`src/aht_pkg.sv`:
```
`default_nettype none
package aht_pkg;
    localparam int NCH      = 4;
    localparam int CAUSE_W  = 4;
    localparam int SEL_W    = 16;
    localparam int NEV      = 16;
    localparam int ADDR_W   = 8;
    localparam int SWT_W    = 2;
    localparam int ENA_LSB  = 4;
    // byte offsets on the register bus
    localparam logic [7:0] OFF_SEL  = 8'h00;
    localparam logic [7:0] OFF_SWT  = 8'h04;
    localparam logic [7:0] OFF_ENA  = 8'h08;
    localparam logic [7:0] OFF_STAT = 8'h0c;
    // reset values
    localparam logic [15:0] SEL_RESET = 16'h0000;
    localparam logic [1:0]  SWT_RESET = 2'h0;
    localparam logic [3:0]  ENA_RESET = 4'h0;
    // status layout
    localparam int STAT_PEND_LSB = 0;
    localparam int STAT_FLAG_LSB = 4;
    // event vector index equals cause code
    localparam int EV_TP_UM_BASE = 0;
    localparam int EV_TP_M_BASE  = 4;
    localparam int EV_CAPTURE_UNIT_ZERO       = 8;
    localparam int EV_CAPTURE_UNIT_ONE       = 9;
    localparam int EV_GEC_OVF    = 10;
    localparam int EV_CAPTURE_UNIT_FIFTEEN      = 11;
    localparam int EV_ET16       = 12;
    localparam int EV_ET17       = 13;
    localparam int EV_SW0        = 14;
    localparam int EV_SW1        = 15;
endpackage
`default_nettype wire

```
`src/aht_trig_if.sv`:
```
`timescale 1ns/1ps
`default_nettype none
interface aht_trig_if;
    logic [15:0] cause_sel;
    logic [3:0]  chan_en;
    logic [15:0] events;
    logic        fetch_pulse;
    logic [3:0]  pending;
    logic [3:0]  req_flag;
    logic [3:0]  conv_start;
    modport ctrl (output cause_sel, output chan_en, output events, output fetch_pulse,
                  input pending, input req_flag, input conv_start);
    modport core (input cause_sel, input chan_en, input events, input fetch_pulse,
                  output pending, output req_flag, output conv_start);
endinterface
`default_nettype wire

```
`src/aht_trig_core.sv`:
```
`timescale 1ns/1ps
`default_nettype none
module aht_trig_core (
    // clock and reset
    input wire logic   clk_i,
    input wire logic   rst_i,
    // selector state and results
    aht_trig_if.core   tif
);
    genvar ch;
    generate
        for (ch = 0; ch < aht_pkg::NCH; ch++) begin : g_ch
            logic [3:0] code;
            logic       en;
            logic       hit;
            logic       pend_reg;
            logic       flag_reg;
            logic       start_reg;

            assign code = tif.cause_sel[ch*aht_pkg::CAUSE_W +: aht_pkg::CAUSE_W];
            assign en   = tif.chan_en[ch];
            assign hit  = en & tif.events[code];

            // a hit in the fetch-pulse cycle goes straight into the flag, so none is lost
            always_ff @(posedge clk_i) begin
                if (rst_i || !en) begin
                    pend_reg <= 1'b0;
                end else if (tif.fetch_pulse) begin
                    pend_reg <= 1'b0;
                end else if (hit) begin
                    pend_reg <= 1'b1;
                end
            end

            always_ff @(posedge clk_i) begin
                if (rst_i) begin
                    flag_reg <= 1'b0;
                end else begin
                    flag_reg <= tif.fetch_pulse & en & (pend_reg | hit);
                end
            end

            always_ff @(posedge clk_i) begin
                if (rst_i) begin
                    start_reg <= 1'b0;
                end else begin
                    start_reg <= flag_reg;
                end
            end

            assign tif.pending[ch]    = pend_reg;
            assign tif.req_flag[ch]   = flag_reg;
            assign tif.conv_start[ch] = start_reg;

        end
    endgenerate
endmodule
`default_nettype wire

```
`src/aht_top.sv`:
```
`timescale 1ns/1ps
`default_nettype none
module aht_top (
    // clock and reset
    input  wire logic        clk_i,
    input  wire logic        rst_i,
    // wishbone slave
    input  wire logic        cyc_i,
    input  wire logic        stb_i,
    input  wire logic        we_i,
    input  wire logic [7:0]  adr_i,
    input  wire logic [3:0]  sel_i,
    input  wire logic [31:0] dat_i,
    output logic [31:0]      dat_o,
    output logic             ack_o,
    // peripheral event pulses
    input  wire logic [3:0]  timer_pair_uf_match_i,
    input  wire logic [3:0]  timer_pair_match_i,
    input  wire logic        capture_unit_zero_i,
    input  wire logic        capture_unit_one_i,
    input  wire logic        general_event_counter_ovf_i,
    input  wire logic        capture_unit_fifteen_i,
    input  wire logic        event_timer_sixteen_i,
    input  wire logic        event_timer_seventeen_i,
    // cpu timing
    input  wire logic        fetch_timing_pulse_i,
    // conversion requests, channels 12..15
    output logic [3:0]       req_flag_o,
    output logic [3:0]       conv_start_o
);
    logic [15:0] sel_reg;
    logic [1:0]  swt_reg;
    logic [1:0]  swt_prev_reg;
    logic [3:0]  ena_reg;
    logic        ack_reg;
    logic [31:0] dat_reg;
    logic [31:0] rdata_next;
    logic        req;
    logic        wr;
    logic [1:0]  sw_edge;

    aht_trig_if tif ();

    assign req = cyc_i & stb_i;
    // writes land on the edge where ack is sampled high
    assign wr  = req & we_i & ack_reg;

    always_ff @(posedge clk_i) begin
        if (rst_i) begin
            ack_reg <= 1'b0;
        end else begin
            ack_reg <= req & ~ack_reg;
        end
    end

    always_ff @(posedge clk_i) begin
        if (rst_i) begin
            sel_reg <= aht_pkg::SEL_RESET;
        end else if (wr && adr_i == aht_pkg::OFF_SEL && sel_i[1:0] == 2'h3) begin
            sel_reg <= dat_i[15:0];
        end
    end

    always_ff @(posedge clk_i) begin
        if (rst_i) begin
            swt_reg <= aht_pkg::SWT_RESET;
        end else if (wr && adr_i == aht_pkg::OFF_SWT && sel_i[0]) begin
            swt_reg <= dat_i[1:0];
        end
    end

    always_ff @(posedge clk_i) begin
        if (rst_i) begin
            ena_reg <= aht_pkg::ENA_RESET;
        end else if (wr && adr_i == aht_pkg::OFF_ENA && sel_i[0]) begin
            ena_reg <= dat_i[aht_pkg::ENA_LSB +: 4];
        end
    end

    // bits stay set until software clears them, so only the rise counts
    always_ff @(posedge clk_i) begin
        if (rst_i) begin
            swt_prev_reg <= aht_pkg::SWT_RESET;
        end else begin
            swt_prev_reg <= swt_reg;
        end
    end
    assign sw_edge = swt_reg & ~swt_prev_reg;

    always_comb begin
        rdata_next = 32'h0000_0000;
        case (adr_i)
            aht_pkg::OFF_SEL:  rdata_next[15:0] = sel_reg;
            aht_pkg::OFF_SWT:  rdata_next[1:0] = swt_reg;
            aht_pkg::OFF_ENA:  rdata_next[aht_pkg::ENA_LSB +: 4] = ena_reg;
            aht_pkg::OFF_STAT: begin
                rdata_next[aht_pkg::STAT_PEND_LSB +: 4] = tif.pending;
                rdata_next[aht_pkg::STAT_FLAG_LSB +: 4] = tif.req_flag;
            end
            default:           rdata_next = 32'h0000_0000;
        endcase
    end

    always_ff @(posedge clk_i) begin
        if (rst_i) begin
            dat_reg <= 32'h0000_0000;
        end else if (req && !ack_reg) begin
            dat_reg <= rdata_next;
        end
    end

    always_comb begin
        tif.events = 16'h0000;
        tif.events[aht_pkg::EV_TP_UM_BASE +: 4] = timer_pair_uf_match_i;
        tif.events[aht_pkg::EV_TP_M_BASE +: 4]  = timer_pair_match_i;
        tif.events[aht_pkg::EV_CAPTURE_UNIT_ZERO]    = capture_unit_zero_i;
        tif.events[aht_pkg::EV_CAPTURE_UNIT_ONE]    = capture_unit_one_i;
        tif.events[aht_pkg::EV_GEC_OVF] = general_event_counter_ovf_i;
        tif.events[aht_pkg::EV_CAPTURE_UNIT_FIFTEEN]   = capture_unit_fifteen_i;
        tif.events[aht_pkg::EV_ET16]    = event_timer_sixteen_i;
        tif.events[aht_pkg::EV_ET17]    = event_timer_seventeen_i;
        tif.events[aht_pkg::EV_SW0]     = sw_edge[0];
        tif.events[aht_pkg::EV_SW1]     = sw_edge[1];
    end

    assign tif.cause_sel   = sel_reg;
    assign tif.chan_en     = ena_reg;
    assign tif.fetch_pulse = fetch_timing_pulse_i;

    aht_trig_core u_core (
        .clk_i (clk_i),
        .rst_i (rst_i),
        .tif   (tif)
    );

    assign dat_o        = dat_reg;
    assign ack_o        = ack_reg;
    assign req_flag_o   = tif.req_flag;
    assign conv_start_o = tif.conv_start;
endmodule
`default_nettype wire

```
`config.mk`:
```
export PLATFORM = sky130hd
export DESIGN_NAME = aht_top
export DESIGN_NICKNAME = d
export VERILOG_FILES = /design/src/aht_pkg.sv /design/src/aht_trig_if.sv /design/src/aht_trig_core.sv /design/src/aht_top.sv
export SDC_FILE = /design/constraint.sdc
export NUM_CORES = 1
export LEC_CHECK = 0
export BUFFER_PORTS_ARGS = -buffer_cell sky130_fd_sc_hd__clkbuf_2
export CORE_MARGIN = 2
export CORE_UTILIZATION = 40
export DETAILED_ROUTE_END_ITERATION = 8
export GPL_TIMING_DRIVEN = 0
export PLACE_DENSITY = 0.78
export SETUP_SLACK_MARGIN = 0.15
export SYNTH_ARGS = -nofsm -noshare
export SYNTH_HDL_FRONTEND = slang
export SYNTH_SLANG_ARGS = --single-unit
export TNS_END_PERCENT = 100
```
`constraint.sdc`:
```
create_clock -name clk_i -period 1.7 [get_ports clk_i]
set_clock_uncertainty 0.15 [all_clocks]
set_input_delay 0.255 -clock clk_i [delete_from_list [all_inputs] [get_ports clk_i]]
set_output_delay 0.255 -clock clk_i [all_outputs]
set_load 0.05 [all_outputs]
```
==> metrics.md <==
| Metric | Value |
|---|---|
| Yosys warns | `0` |
| Fmax | `0.539 GHz` |
| Rel. slew slack | `60.3%` |
| Most frequent cells in the layout | `clkbuf_2 (73), dfxtp_1 (44), buf_4 (38)` |
| CTS buffer count | `5` |
| Crit start category | `flop` |
| Clock Pin Slew Worst Setup and Hold Paths | `0.10 ns` |
| Post-DP HPWL | `6230 um` |
| Initial Util | `40.7%` |
| I/O pins | `105` |
| Synth top area share | `36.6%` |
| Area contributors post-synth | `dfxtp_1 (37%), mux2i_1 (7.6%), buf_4 (6.2%)` |
| Crit path arrival time | `1.89 ns` |
| Placed Instances | `511` |
| Minimum clock period | `1.85 ns` |
| Die footprint | `7950 um2` |
| CP startpoint | `sel_reg[14]$_SDFFE_PP0P_` |
| Number of global-route vias before repair | `2707` |
| Crit-path max FO | `4` |
| Global route total overflow | `0` |
| Initial antenna violation count | `0` |
| Routed WL | `8360 um` |
| Period utilization | `109%` |
| Hold Vio Cnt, Final | `0` |
| First-pass DRT Iterations | `4` |
| Final setup viols | `4` |
| Cell depth of the worst setup path | `5` |
| Leak pwr | `1.53 nW` |
| Critical path cell sequence | `buf_6 > mux2_4 > mux4_2 > o31ai_4 > nor4_1` |
| Tot GR Track Use | `21.0%` |
| Global-route wire length before repair | `12900 um` |
| CTS root buffer | `clkbuf_8` |
| Most common cell after layout, fill and taps aside | `clkbuf_2` |
| DIE WIDTH | `89.2 um` |
| Diodes inserted | `0` |
| Clock buffer depth | `2` |
| Critical path required time | `1.74 ns` |
| Max-Cap Viols | `0` |
| Vias per cell | `5.33` |
| Asr flop ratio synth | `0%` |
| Synth unique cells | `37` |
| Gpl congestion | `0.906` |
| Pin count of the biggest net entering global routing | `18` |
| Failing checks | `setup timing` |
| Non-Filler Instances | `537` |
| H-tree level count | `2` |
| Post-route ant nets | `0` |
| Critical R2R Launch | `sel_reg[14]$_SDFFE_PP0P_` |
| DR iter-0 viols | `148` |
| Layout cell share with drive strength beyond 1 | `43.6%` |
| DR DRC count | `0` |
| Worst-skew pair later-pin latency | `0.31 ns` |
| Area growth, synth to finish | `36.9%` |
| CTS tree | `yes` |
| Crit-path max cell delay | `0.53 ns` |
| Cell taking the most area after synthesis | `dfxtp_1` |
| Gate Count Post-Synth | `327` |
| Core Area | `7140 um2` |
| Worst Max-Slew Pin Slew | `0.596 ns` |
| Critical path buffers and inverters | `1` |
| Delay-heaviest family, CP | `multiplexers` |
| Min-delay src | `dat_i[15]` |
| # nets final | `501` |
| Slew Limit Fails | `0` |
| Post-synth EDFFs | `0` |
| Worst Reg-to-Reg Cells | `5` |
| Synth Flop Type | `dfxtp_1` |
| Mean Syn Cell Area | `8.88 um2` |
| Die height | `89.2 um` |
| Synthesized flop and latch total | `53` |
| PwrDens | `578 nW/um2` |
| WL/cell | `15.6 um` |
| CP endpoint kind | `flop` |
| I/O Buffers | `70` |
| Sequential element share of the synthesized area | `36.6%` |
| Cell row count | `31` |
| Synth Cell Area | `2900 um2` |
| Crit path max-delay cell type | `mux4_2` |
| Clock Sinks | `53` |
| Via Count | `2862` |
| Status | `finished with violations` |
| Hold Path Class | `in2reg` |
| Post-place setup slack | `-0.286 ns` |
| RSZ-0062 raised after global routing | `true` |
| Kind of critical path | `reg2reg` |
| Hold Path Stages | `3` |
| Final WS setup | `-0.154 ns` |
| Worst IR Drop VDD | `265 uV` |
## layout make-up
type	instances	area [um2]
fill	656	3160
multi-input combinational	239	1790
sequential	53	1080
timing repair buffer	88	514
buffer	45	355
tap	99	124
clock buffer	5	68.8
clock inverter	3	21.3
inverter	5	18.8
## cells by family after synthesis
kind of cell	share of synthesized area, %
buffers and inverters	10.3
AOI/OAI and AO/OA	18.8
other	0.129
muxes	12.2
and+or+nand+nor	22.0
DFF	36.6
## metrics by stage
stage	power (W)	utilization [%]	setup TNS, ns	area, um2	hold WS (ns)
after floorplan	0.00147	-	-0.221	2970	0.182
after global placement	0.00157	48.3	-4.19	3450	0.299
after detailed placement	0.00157	48.3	-4.64	3450	0.302
after CTS	0.00229	52.9	-0.322	3770	0.0153
after global routing	0.00239	55.7	-0.484	3970	0.0193
final	0.00230	55.7	-0.356	3970	0.0217
## where the power goes
group | internal, W | total, W | switching [W]
clock | 0.000293 | 0.000736 | 0.000442
sequential | 0.00124 | 0.00124 | 0.000000851
combinational | 0.000114 | 0.000324 | 0.000210
total | 0.00164 | 0.00230 | 0.000653
## Yosys cell counts (5+ instances only)
| cell type | n |
|---|---|
| a311oi_1 | 6 |
| mux2_2 | 8 |
| nand2_1 | 5 |
| buf_2 | 5 |
| dfxtp_1 | 53 |
| o21ai_0 | 22 |
| a21oi_1 | 26 |
| nand2b_1 | 6 |
| nand3b_1 | 11 |
| mux2i_1 | 22 |
| clkbuf_1 | 12 |
| inv_1 | 5 |
| nor2b_1 | 13 |
| a22oi_1 | 18 |
| buf_4 | 24 |
| nand3_1 | 28 |
| nor2_1 | 19 |
## final timing paths
check | endpoint | slack [ns]
min reg2reg | dat_o[1]$_SDFFE_PP0P_ | 0.31
max reg2reg | u_core.g_ch[3].pend_reg$_SDFFE_PP0P_ | -0.15
max | u_core.g_ch[3].pend_reg$_SDFFE_PP0P_ | -0.15
min | sel_reg[15]$_SDFFE_PP0P_ | 0.02
## tightest hold or removal path, cell delays in order
cell      delay [ns]
clkbuf_2        0.08
nand3_1         0.05
a21oi_1         0.05
## metal layers
metal  vias up  GRT usage, %  part of all wire (%)
li1       1391             -                     -
met1      1353          28.0                    43
met2       100          34.3                    48
met3        18          4.25                   6.7
met4         0          6.24                   2.4
met5         -             0                     0
## what timing repair did
| action | in CTS | in global routing |
|---|---|---|
| cloned | 2 | 1 |
| pin swaps | 15 | 14 |
| hold buffers | 1 | 0 |
| buffers inserted | 10 | 4 |
| endpoints found under the setup margin | 39 | 45 |
| endpoints found under the hold margin | 1 | 0 |
| resized for setup | 46 | 60 |
No activity file was read; power rests on OpenSTA's default activity.
